<file path="config.mk">
export PLATFORM = sky130hd
export DESIGN_NAME = acc_control
export DESIGN_NICKNAME = d
export VERILOG_FILES = /design/src/verilog/acc_pkg.sv /design/src/verilog/acc_control.sv
export SDC_FILE = /design/constraint.sdc
export NUM_CORES = 1
export LEC_CHECK = 0
export BUFFER_PORTS_ARGS = -buffer_cell sky130_fd_sc_hd__buf_2
export CAP_MARGIN = 20
export CORE_MARGIN = 8
export CORE_UTILIZATION = 62
export CTS_BUF_LIST = sky130_fd_sc_hd__clkbuf_8
export DETAILED_ROUTE_END_ITERATION = 8
export PLACE_DENSITY_LB_ADDON = 0.08
export SYNTH_ARGS = -nofsm -noshare
export SYNTH_HDL_FRONTEND = slang
export SYNTH_SLANG_ARGS = --single-unit
export TNS_END_PERCENT = 10
</file>
<file path="constraint.sdc">
create_clock -name clk -period 5.55 [get_ports clk]
set_input_delay 0.2775 -clock clk [delete_from_list [all_inputs] [get_ports clk]]
set_output_delay 0.2775 -clock clk [all_outputs]
set_load 0.02 [all_outputs]
</file>
<file path="src/verilog/acc_pkg.sv">
// Package for the converter channel, calibration and address control block.
// Assumes a 32-bit APB register bus and a 40 MHz system clock.
`default_nettype none

package acc_pkg;

	// ----------------------------------------------------------------
	// Register byte offsets
	// ----------------------------------------------------------------
	localparam logic [7:0] OFS_CTRL        = 8'h00;
	localparam logic [7:0] OFS_PIN_FUNC    = 8'h04;
	localparam logic [7:0] OFS_DIRECTION   = 8'h08;
	localparam logic [7:0] OFS_OUT_LEVEL   = 8'h0C;
	localparam logic [7:0] OFS_DRIVER_TYPE = 8'h10;
	localparam logic [7:0] OFS_READBACK    = 8'h14;
	localparam logic [7:0] OFS_RESULT      = 8'h18;
	localparam logic [7:0] OFS_TARGET_ADDR = 8'h1C;
	localparam logic [7:0] OFS_THRESHOLD   = 8'h20;
	localparam logic [7:0] OFS_ALERT_FLAGS = 8'h24;
	localparam logic [7:0] OFS_CRC         = 8'h28;

	// ----------------------------------------------------------------
	// Control, threshold and result register field positions
	// ----------------------------------------------------------------
	localparam int CTRL_CAL     = 0;
	localparam int CTRL_SEQ_RUN = 1;
	localparam int CTRL_HS_EN   = 2;
	localparam int CTRL_SOFT_RST = 3;
	localparam int CTRL_MODE_LO = 4;
	localparam int CTRL_CHAN_LO = 8;
	localparam int THR_LO_LO    = 0;
	localparam int THR_HI_LO    = 16;
	localparam int RES_CHAN_LO  = 12;
	localparam int AVG_LO       = 16;

	// ----------------------------------------------------------------
	// Reset values and encodings
	// ----------------------------------------------------------------
	localparam logic [7:0]  PIN_FUNC_RST  = 8'h00;
	localparam logic [11:0] THR_HI_RST    = 12'hFFF;
	localparam logic [11:0] THR_LO_RST    = 12'h000;
	localparam logic [7:0]  CRC_POLY      = 8'h07;
	localparam logic [7:0]  CRC_INIT      = 8'hFF;
	localparam logic [3:0]  SWITCH_FALLS  = 4'h9;
	localparam logic [6:0]  ADDR_UPPER_TOP = 7'h17;
	localparam logic [6:0]  ADDR_LOWER_BASE = 7'h10;
	localparam logic [31:0] UNMAPPED_DATA = 32'h0000_0000;

	typedef enum logic [1:0] {
		ACC_MODE_MANUAL,
		ACC_MODE_AUTONOMOUS,
		ACC_MODE_TURBO
	} acc_mode_t;

endpackage : acc_pkg

`default_nettype wire

</file>
<file path="src/verilog/acc_control.sv">
// Channel function, pin driver, result, calibration and bus address control.
// Assumes an APB master, a SAR converter core that answers conv_start with
// conv_done and a 12-bit code, and serial-bus inputs already synchronous.
//
// Operation
// - Reset puts all eight channels into analog-input function.
// - Sample switch closed in acquisition, opened at ninth falling SCL of read in manual mode.
// - Function select bit per channel picks analog input or digital I/O.
// - Direction bit per digital channel sets it input or output.
// - Readback register returns every channel pin level regardless of function.
// - Digital output channels drive the written output level bit.
// - Driver type bit picks open-drain or push-pull per output channel.
// - Results are unsigned straight-binary 12-bit codes.
// - Codes run from 000 through 800 at mid-scale to FFF.
// - Host sets calibration bit; device clears it when calibration completes.
// - Target address decided once at power-up from strap pin level.
// - Address kept until power-up, device reset or programmed new address.
// - Strap decode gives 17h down to 14h, or 10h up to 13h.
// - APB register transfers are folded into an 8-bit CRC check value.
// - Manual mode plus autonomous and turbo monitoring modes.
// - Alert output signals any channel crossing high or low threshold in autonomous and turbo modes.
// - Averaging filter produces a 16-bit result.
// - Standard, fast-mode plus and high-speed bus modes supported.
// - Only standard and fast speeds until host enables high speed.
`default_nettype none

module acc_control #(
	parameter int NUM_CH   = 8,
	parameter int AVG_LOG2 = 4
) (
	input  wire logic        clk,
	input  wire logic        rstn,
	// APB slave
	input  wire logic        psel,
	input  wire logic        penable,
	input  wire logic        pwrite,
	input  wire logic [7:0]  paddr,
	input  wire logic [31:0] pwdata,
	output logic             pready,
	output logic [31:0]      prdata,
	output logic             pslverr,
	// Channel pins
	input  wire logic [7:0]  channel_pin_in,
	output logic [7:0]       channel_pin_out,
	output logic [7:0]       channel_pin_oe,
	// Serial bus side
	input  wire logic        scl,
	input  wire logic        bus_read_active,
	input  wire logic [7:0]  addr_byte,
	input  wire logic        addr_byte_valid,
	output logic             addr_ack,
	output logic             high_speed_enable,
	input  wire logic [2:0]  strap_level,
	// Converter core
	output logic             sample_switch,
	output logic             conv_start,
	output logic [2:0]       conv_chan,
	input  wire logic        conv_done,
	input  wire logic [11:0] conv_code,
	output logic             cal_start,
	input  wire logic        cal_done,
	output logic             alert
);

	// ----------------------------------------------------------------
	// Elaboration checks
	// ----------------------------------------------------------------
	if (NUM_CH != 8) begin : g_bad_ch
		$error("acc_control supports exactly eight channels");
	end
	if (AVG_LOG2 != 4) begin : g_bad_avg
		$error("acc_control averaging needs sixteen samples for a 16-bit sum");
	end

	// ----------------------------------------------------------------
	// State
	// ----------------------------------------------------------------
	typedef struct packed {
		logic        cal;
		logic        seq_run;
		logic        hs_en;
		logic [1:0]  mode;
		logic [2:0]  man_chan;
		logic [7:0]  pin_func;
		logic [7:0]  direction;
		logic [7:0]  out_level;
		logic [7:0]  driver_type;
		logic [7:0]  pin_level;
		logic [7:0]  pin_out;
		logic [7:0]  pin_oe;
		logic [6:0]  tgt_addr;
		logic        strap_done;
		logic        addr_ack;
		logic [11:0] thr_hi;
		logic [11:0] thr_lo;
		logic [11:0] result;
		logic [2:0]  res_chan;
		logic [15:0] avg_result;
		logic [15:0] avg_acc;
		logic [3:0]  avg_cnt;
		logic [7:0]  alert_flags;
		logic        alert;
		logic [7:0]  crc;
		logic        scl_q;
		logic [3:0]  fall_cnt;
		logic        switch_closed;
		logic        conv_busy;
		logic        conv_start;
		logic [2:0]  conv_chan;
		logic        cal_start;
		logic        cal_busy;
		logic        pready;
		logic [31:0] prdata;
		logic        pslverr;
	} acc_state_t;

	acc_state_t st;
	acc_state_t next_st;

	// ----------------------------------------------------------------
	// Functions
	// ----------------------------------------------------------------
	// Strap level to target address: low indices use the upper resistor
	function automatic logic [6:0] strap_decode(input logic [2:0] lvl);
		logic [6:0] a;
		a = '0;
		if (lvl[2] == 1'b0) begin
			a = acc_pkg::ADDR_UPPER_TOP - {5'h00, lvl[1:0]};
		end else begin
			a = acc_pkg::ADDR_LOWER_BASE + {5'h00, lvl[1:0]};
		end
		return a;
	endfunction : strap_decode

	// CRC-8 over a 32-bit word, most significant bit first
	function automatic logic [7:0] crc8_word(input logic [31:0] w);
		logic [7:0] c;
		c = acc_pkg::CRC_INIT;
		for (int i = 31; i >= 0; i--) begin
			if (c[7] ^ w[i]) begin
				c = {c[6:0], 1'b0} ^ acc_pkg::CRC_POLY;
			end else begin
				c = {c[6:0], 1'b0};
			end
		end
		return c;
	endfunction : crc8_word

	// Reset image of the whole state
	function automatic acc_state_t reset_state();
		acc_state_t r;
		r = '0;
		r.pin_func = acc_pkg::PIN_FUNC_RST;
		r.mode     = 2'(acc_pkg::ACC_MODE_MANUAL);
		r.thr_hi   = acc_pkg::THR_HI_RST;
		r.thr_lo   = acc_pkg::THR_LO_RST;
		r.crc      = acc_pkg::CRC_INIT;
		r.switch_closed = 1'b1;
		return r;
	endfunction : reset_state

	// ----------------------------------------------------------------
	// Next-state logic
	// ----------------------------------------------------------------
	logic        acc_setup;
	logic        acc_commit;
	logic [31:0] rd_word;
	logic        rd_hit;
	logic        scl_fall;
	logic        cal_ok;
	logic        soft_rst;
	logic        start_now;
	logic [2:0]  start_chan;

	// Register bus decode, pin drivers, converter sequencing and calibration
	always_comb begin
		next_st    = st;
		acc_setup  = psel && penable && !st.pready;
		acc_commit = psel && penable && st.pready;
		rd_word    = acc_pkg::UNMAPPED_DATA;
		rd_hit     = 1'b1;
		soft_rst   = 1'b0;
		start_now  = 1'b0;
		start_chan = st.man_chan;
		scl_fall   = st.scl_q && !scl;
		cal_ok     = 1'b0;

		// Read mux of the mapped registers
		case (paddr)
			acc_pkg::OFS_CTRL: begin
				rd_word[acc_pkg::CTRL_CAL]     = st.cal;
				rd_word[acc_pkg::CTRL_SEQ_RUN] = st.seq_run;
				rd_word[acc_pkg::CTRL_HS_EN]   = st.hs_en;
				rd_word[acc_pkg::CTRL_MODE_LO +: 2] = st.mode;
				rd_word[acc_pkg::CTRL_CHAN_LO +: 3] = st.man_chan;
			end
			acc_pkg::OFS_PIN_FUNC:    rd_word[7:0] = st.pin_func;
			acc_pkg::OFS_DIRECTION:   rd_word[7:0] = st.direction;
			acc_pkg::OFS_OUT_LEVEL:   rd_word[7:0] = st.out_level;
			acc_pkg::OFS_DRIVER_TYPE: rd_word[7:0] = st.driver_type;
			acc_pkg::OFS_READBACK:    rd_word[7:0] = st.pin_level;
			acc_pkg::OFS_RESULT: begin
				rd_word[11:0] = st.result;
				rd_word[acc_pkg::RES_CHAN_LO +: 3] = st.res_chan;
				rd_word[acc_pkg::AVG_LO +: 16] = st.avg_result;
			end
			acc_pkg::OFS_TARGET_ADDR: rd_word[6:0] = st.tgt_addr;
			acc_pkg::OFS_THRESHOLD: begin
				rd_word[acc_pkg::THR_LO_LO +: 12] = st.thr_lo;
				rd_word[acc_pkg::THR_HI_LO +: 12] = st.thr_hi;
			end
			acc_pkg::OFS_ALERT_FLAGS: rd_word[7:0] = st.alert_flags;
			acc_pkg::OFS_CRC:         rd_word[7:0] = st.crc;
			default:                  rd_hit = 1'b0;
		endcase

		// APB answer: access phase held one cycle, answer on the second
		next_st.pready = acc_setup;
		if (acc_setup) begin
			next_st.prdata  = pwrite ? acc_pkg::UNMAPPED_DATA : rd_word;
			next_st.pslverr = !rd_hit;
		end
		if (acc_commit) begin
			next_st.pslverr = 1'b0;
			// Each transfer word is folded into the running check value
			next_st.crc = crc8_word(pwrite ? pwdata : st.prdata) ^ st.crc;
		end

		// Register writes take effect at the edge that samples pready
		if (acc_commit && pwrite && rd_hit) begin
			case (paddr)
				acc_pkg::OFS_CTRL: begin
					next_st.seq_run  = pwdata[acc_pkg::CTRL_SEQ_RUN];
					next_st.hs_en    = pwdata[acc_pkg::CTRL_HS_EN];
					next_st.mode     = pwdata[acc_pkg::CTRL_MODE_LO +: 2];
					next_st.man_chan = pwdata[acc_pkg::CTRL_CHAN_LO +: 3];
					soft_rst         = pwdata[acc_pkg::CTRL_SOFT_RST];
					// Calibration is refused while the sequencer runs
					cal_ok = pwdata[acc_pkg::CTRL_CAL] && !st.seq_run
						&& !pwdata[acc_pkg::CTRL_SEQ_RUN];
					if (cal_ok && !st.cal) begin
						next_st.cal = 1'b1;
					end
				end
				acc_pkg::OFS_PIN_FUNC:    next_st.pin_func    = pwdata[7:0];
				acc_pkg::OFS_DIRECTION:   next_st.direction   = pwdata[7:0];
				acc_pkg::OFS_OUT_LEVEL:   next_st.out_level   = pwdata[7:0];
				acc_pkg::OFS_DRIVER_TYPE: next_st.driver_type = pwdata[7:0];
				acc_pkg::OFS_TARGET_ADDR: next_st.tgt_addr    = pwdata[6:0];
				acc_pkg::OFS_THRESHOLD: begin
					next_st.thr_lo = pwdata[acc_pkg::THR_LO_LO +: 12];
					next_st.thr_hi = pwdata[acc_pkg::THR_HI_LO +: 12];
				end
				acc_pkg::OFS_ALERT_FLAGS: begin
					// Write one to clear; a crossing in the same cycle is kept below
					next_st.alert_flags = st.alert_flags & ~pwdata[7:0];
				end
				default: begin
				end
			endcase
		end

		// Strap caught once after reset release
		if (!st.strap_done) begin
			next_st.tgt_addr   = strap_decode(strap_level);
			next_st.strap_done = 1'b1;
		end

		// Address byte match against the held target address
		next_st.addr_ack = addr_byte_valid && (addr_byte[7:1] == st.tgt_addr);

		// Pin readback and drivers per channel
		next_st.pin_level = channel_pin_in;
		for (int i = 0; i < NUM_CH; i++) begin
			next_st.pin_out[i] = 1'b0;
			next_st.pin_oe[i]  = 1'b0;
			if (next_st.pin_func[i] && next_st.direction[i]) begin
				if (next_st.driver_type[i]) begin
					next_st.pin_out[i] = next_st.out_level[i];
					next_st.pin_oe[i]  = 1'b1;
				end else begin
					next_st.pin_oe[i]  = !next_st.out_level[i];
				end
			end
		end

		// Count falling SCL edges of a read access
		next_st.scl_q      = scl;
		next_st.conv_start = 1'b0;
		next_st.cal_start  = 1'b0;
		if (!bus_read_active) begin
			next_st.fall_cnt = '0;
		end else if (scl_fall && st.fall_cnt != acc_pkg::SWITCH_FALLS) begin
			next_st.fall_cnt = st.fall_cnt + 4'h1;
		end

		// Manual mode: ninth fall opens the switch and starts a conversion
		if (st.mode == 2'(acc_pkg::ACC_MODE_MANUAL)) begin
			if (bus_read_active && scl_fall && st.fall_cnt == acc_pkg::SWITCH_FALLS - 4'h1
				&& !st.conv_busy && !st.cal_busy) begin
				start_now = 1'b1;
			end
		end else if (st.seq_run && !st.conv_busy && !st.cal_busy) begin
			// Autonomous and turbo modes convert with no bus traffic
			start_now  = 1'b1;
			start_chan = st.conv_chan + 3'h1;
		end
		if (start_now) begin
			next_st.switch_closed = 1'b0;
			next_st.conv_busy  = 1'b1;
			next_st.conv_start = 1'b1;
			next_st.conv_chan  = start_chan;
		end

		// Conversion result, averaging and threshold watch
		if (st.conv_busy && conv_done) begin
			next_st.conv_busy = 1'b0;
			next_st.switch_closed = 1'b1;
			next_st.result    = conv_code;
			next_st.res_chan  = st.conv_chan;
			if (st.avg_cnt == 4'hF) begin
				next_st.avg_result = st.avg_acc + {4'h0, conv_code};
				next_st.avg_acc    = '0;
			end else begin
				next_st.avg_acc = st.avg_acc + {4'h0, conv_code};
			end
			next_st.avg_cnt = st.avg_cnt + 4'h1;
			if (st.mode != 2'(acc_pkg::ACC_MODE_MANUAL)
				&& (conv_code > st.thr_hi || conv_code < st.thr_lo)) begin
				next_st.alert_flags[st.conv_chan] = 1'b1;
			end
		end
		next_st.alert = |next_st.alert_flags;

		// Offset calibration handshake with the converter core
		if (st.cal && !st.cal_busy && !st.conv_busy && !start_now) begin // Never alongside a conversion start
			next_st.cal_busy  = 1'b1;
			next_st.cal_start = 1'b1;
		end else if (st.cal_busy && cal_done) begin
			next_st.cal_busy = 1'b0;
			next_st.cal      = 1'b0;
		end

		// Device reset restores defaults and decides the address again
		if (soft_rst) begin
			next_st = reset_state();
		end
	end

	// ----------------------------------------------------------------
	// State register
	// ----------------------------------------------------------------
	// Synchronous reset to the defaults
	always_ff @(posedge clk) begin
		if (!rstn) begin
			st <= reset_state();
		end else begin
			st <= next_st;
		end
	end

	// ----------------------------------------------------------------
	// Outputs
	// ----------------------------------------------------------------
	// Every output is a field of the state register
	assign pready            = st.pready;
	assign prdata            = st.prdata;
	assign pslverr           = st.pslverr;
	assign channel_pin_out   = st.pin_out;
	assign channel_pin_oe    = st.pin_oe;
	assign addr_ack          = st.addr_ack;
	assign high_speed_enable = st.hs_en;
	assign sample_switch     = st.switch_closed;
	assign conv_start        = st.conv_start;
	assign conv_chan         = st.conv_chan;
	assign cal_start         = st.cal_start;
	assign alert             = st.alert;

endmodule : acc_control

`default_nettype wire

</file>
==> results.sh <==
export IMPL_status="finished, final reports clean"
export IMPL_clockPowerShare_pct=40.8
export IMPL_max_slew_margin_pct=27.89
export IMPL_cp_arrival_ps=4020
export IMPL_die_area_um2=22710
export IMPL_first_iter_violations=1137
export IMPL_fin_skew_ps=24.50
export IMPL_critPathRequiredTime_ps=5950
export IMPL_finalInstanceArea_um2=12640
export IMPL_fin_crit_ps=3613
export IMPL_synth_mux_area_share_pct=3.003
export IMPL_path_class="register to register"
export IMPL_fmax_mhz=276.7
export IMPL_synth_edf_count=0
export IMPL_synth_compound_area_share_pct=18.32
export IMPL_cts_tree="built"
export IMPL_setup_viol=0
export IMPL_end_kind="register"
export IMPL_p_sw_share_pct=26.75
export IMPL_synth_simple_area_share_pct=17.74
export IMPL_post_cts_repair_setup_buffers=0
export IMPL_p_leak_uw=0.005217
export IMPL_cts_num_sinks=211
export IMPL_drc_errors=0
export IMPL_combPwrFrac_pct=16.6
export IMPL_first_global_vias=9453
export IMPL_drtPass1Iterations=6
export IMPL_synthArstFlopShare_pct=0
export IMPL_wire_per_inst_um=20.05
export IMPL_die_w_um=150.7
export IMPL_p_int_uw=2641
export IMPL_cts_buffers=37
export IMPL_syn_nets=1447
export IMPL_cp_start_kind="register"
export IMPL_peakVddDrop_mv=0.2125
export IMPL_io_buffers=137
export IMPL_ys_types=59
export IMPL_holdCritStartpoint="pwdata[21]"
export IMPL_layout_nets=1538
export IMPL_critical_path_startpoint="pready"
export IMPL_p_per_area_nw_per_um2=285.2
export IMPL_insertion_delay_ps=530
export IMPL_drt_vias_per_instance=6.062
export IMPL_yosys_top_cells_count="dfxtp_1 (211), nand2_1 (178), nor2_1 (153)"
export IMPL_syn_inst=1325
export IMPL_die_h_um=150.7
export IMPL_num_io_pins=140
export IMPL_synth_adder_area_share_pct=4.627
export IMPL_netlist_area_um2=11250
export IMPL_p_seq_share_pct=42.6
export IMPL_nFillCells=1482
export IMPL_synth_area_leaders="dfxtp_1 (38%), nand2_1 (5.9%), xnor2_1 (5.7%)"
export IMPL_synth_avg_cell_area_um2=8.489
export IMPL_yosys_warnings=0
export IMPL_grt_pass1_wl_um=51510
export IMPL_core_area_um2=17900
export IMPL_drive_above_1_share_pct=15.60
export IMPL_synthFlopType="dfxtp_1"
export IMPL_h_tree_depth=2
export IMPL_finalHoldViolations=0
export IMPL_synth_top_family_by_area="compound AO/OA/AOI/OAI gates"
export IMPL_antenna_found_initial=0
export IMPL_place_area_um2=11760
export IMPL_hold_class="input pin to register"
export IMPL_worst_pin_slew_ps=1078
export IMPL_initial_core_util_pct=62.83
export IMPL_synth_seq_cells=211
export IMPL_synth_most_common_cell="dfxtp_1"
export IMPL_vias=10129
export IMPL_regToRegStartpoint="pready"
export IMPL_overflow=0
export IMPL_area_delta_synth_final_pct=12.36
export IMPL_synth_top_cell_by_area="dfxtp_1"
export IMPL_clk_path_buf_depth=3
export IMPL_row_count=49
export IMPL_synthXorXnorAreaFrac_pct=11.95
export IMPL_seq_area_frac_synth_pct=37.55
export IMPL_routed_wl_um=33510
export IMPL_min_period_over_period_pct=65.11
export IMPL_setup_tns_final_ps=0
export IMPL_dp_hpwl_um=24500
export IMPL_max_cap_violations=0
export IMPL_p_total_uw=3605
export IMPL_num_antenna_cells=0
export IMPL_p_sw_uw=964.5
export IMPL_grt_max_degree=60
export IMPL_drtAntennaViolNets=0
export IMPL_slew_violations=0
export IMPL_clk_pin_slew_worst_paths_ps=60
export IMPL_clock_root_buffer="clkbuf_8"
export IMPL_synth_top_area_share_pct=37.55
export IMPL_grt_setup_unrepaired="no"
export IMPL_place_gp_congestion=0.9742
export IMPL_cp_max_fo=46
export IMPL_grt_use_total_pct=28.93
==> placed cells by master (no fill, tap or decap), drive strengths merged, types with 40 or more instances in the layout <==
master,instances
dfxtp,211
a21oi,116
nor2,153
xnor2,75
inv,51
clkbuf,46
ha,40
nand2,178
buf,152
==> power by group through the flow <==
stage                     Clock [uW]  Sequential (uW)  Combinational (uW)
after floorplan                    0             1570                 449
after global placement             0             1570                 572
after detailed placement           0             1570                 583
after CTS                       1490             1530                 592
after global routing            1560             1530                 646
final                           1470             1530                 598
==> worst max-delay path: stages, from the launching register on <==
cell      delay [ps]
dfxtp_1          370
and3_1           310
nand2_1          270
nor3_1           360
buf_4            240
nand2_1          300
nand2_4          530
inv_1            520
o2111a_1         290
a311o_1          260
==> cell families after synthesis <==
family / count (synthesis)
simple gates: 455
compound gates: 315
flops: 211
buf+inv: 150
xor+xnor: 121
fa+ha+maj: 41
mux: 31
other cells: 1
==> state kept, by name, summed over array words and instances, names as in the netlist <==
| name | count |
|---|---|
| cal_start | 1 |
| pslverr | 1 |
| conv_chan | 3 |
| sample_switch | 1 |
| channel_pin_oe | 8 |
| channel_pin_out | 8 |
| high_speed_enable | 1 |
| alert | 1 |
| conv_start | 1 |
| prdata | 31 |
| addr_ack | 1 |
| pready | 1 |
| st | 153 |
==> final cells by class <==
type / count / area [um^2] / share of cell area [%]
Sequential cell: 211 / 4224 / 33.42
Multi-Input combinational cell: 964 / 6304 / 49.88
Tap cell: 229 / 286.5 / 2.267
Inverter: 39 / 146.4 / 1.158
Timing Repair Buffer: 163 / 912.1 / 7.217
Clock buffer: 46 / 633.1 / 5.009
Clock inverter: 19 / 132.6 / 1.049
==> path summary, 6_finish.rpt <==
kind | endpoint | slack (ps) | depth (start not counted)
setup reg to reg | st[96] | 1940 | 9
hold reg to reg | sample_switch | 440 | 2
setup / recovery | st[96] | 1940 | 9
hold / removal | st[132] | 30 | 3
==> metrics by stage <==
stage | instances | utilization [%] | setup slack [ps] | hold WS (ps)
finish | 1671 | 70.60 | 1937 | 28.03
global route | 1671 | 70.60 | 1764 | 10.90
CTS | 1670 | 70.55 | 2067 | 14.89
detailed placement | 1594 | 65.66 | 1662 | 432.1
global placement | 1593 | 65.60 | 1644 | 427.7
floorplan | 1325 | - | 2709 | 378.0
==> layer usage <==
| metal | up-vias | track usage (%) | share of wire, % |
|---|---|---|---|
| met1 | 4752 | 41.60 | 44 |
| met5 | - | 0 | 0 |
| li1 | 4793 | - | - |
| met3 | 77 | 6.793 | 11 |
| met2 | 507 | 42.42 | 42 |
| met4 | 0 | 7.867 | 2.4 |
==> repair_timing <==
item,4_1_cts,5_1_grt
hold buffers,11,0
resized for setup,0,0
endpoints found under the hold margin,11,0
Power figures use the tool's default switching activity.
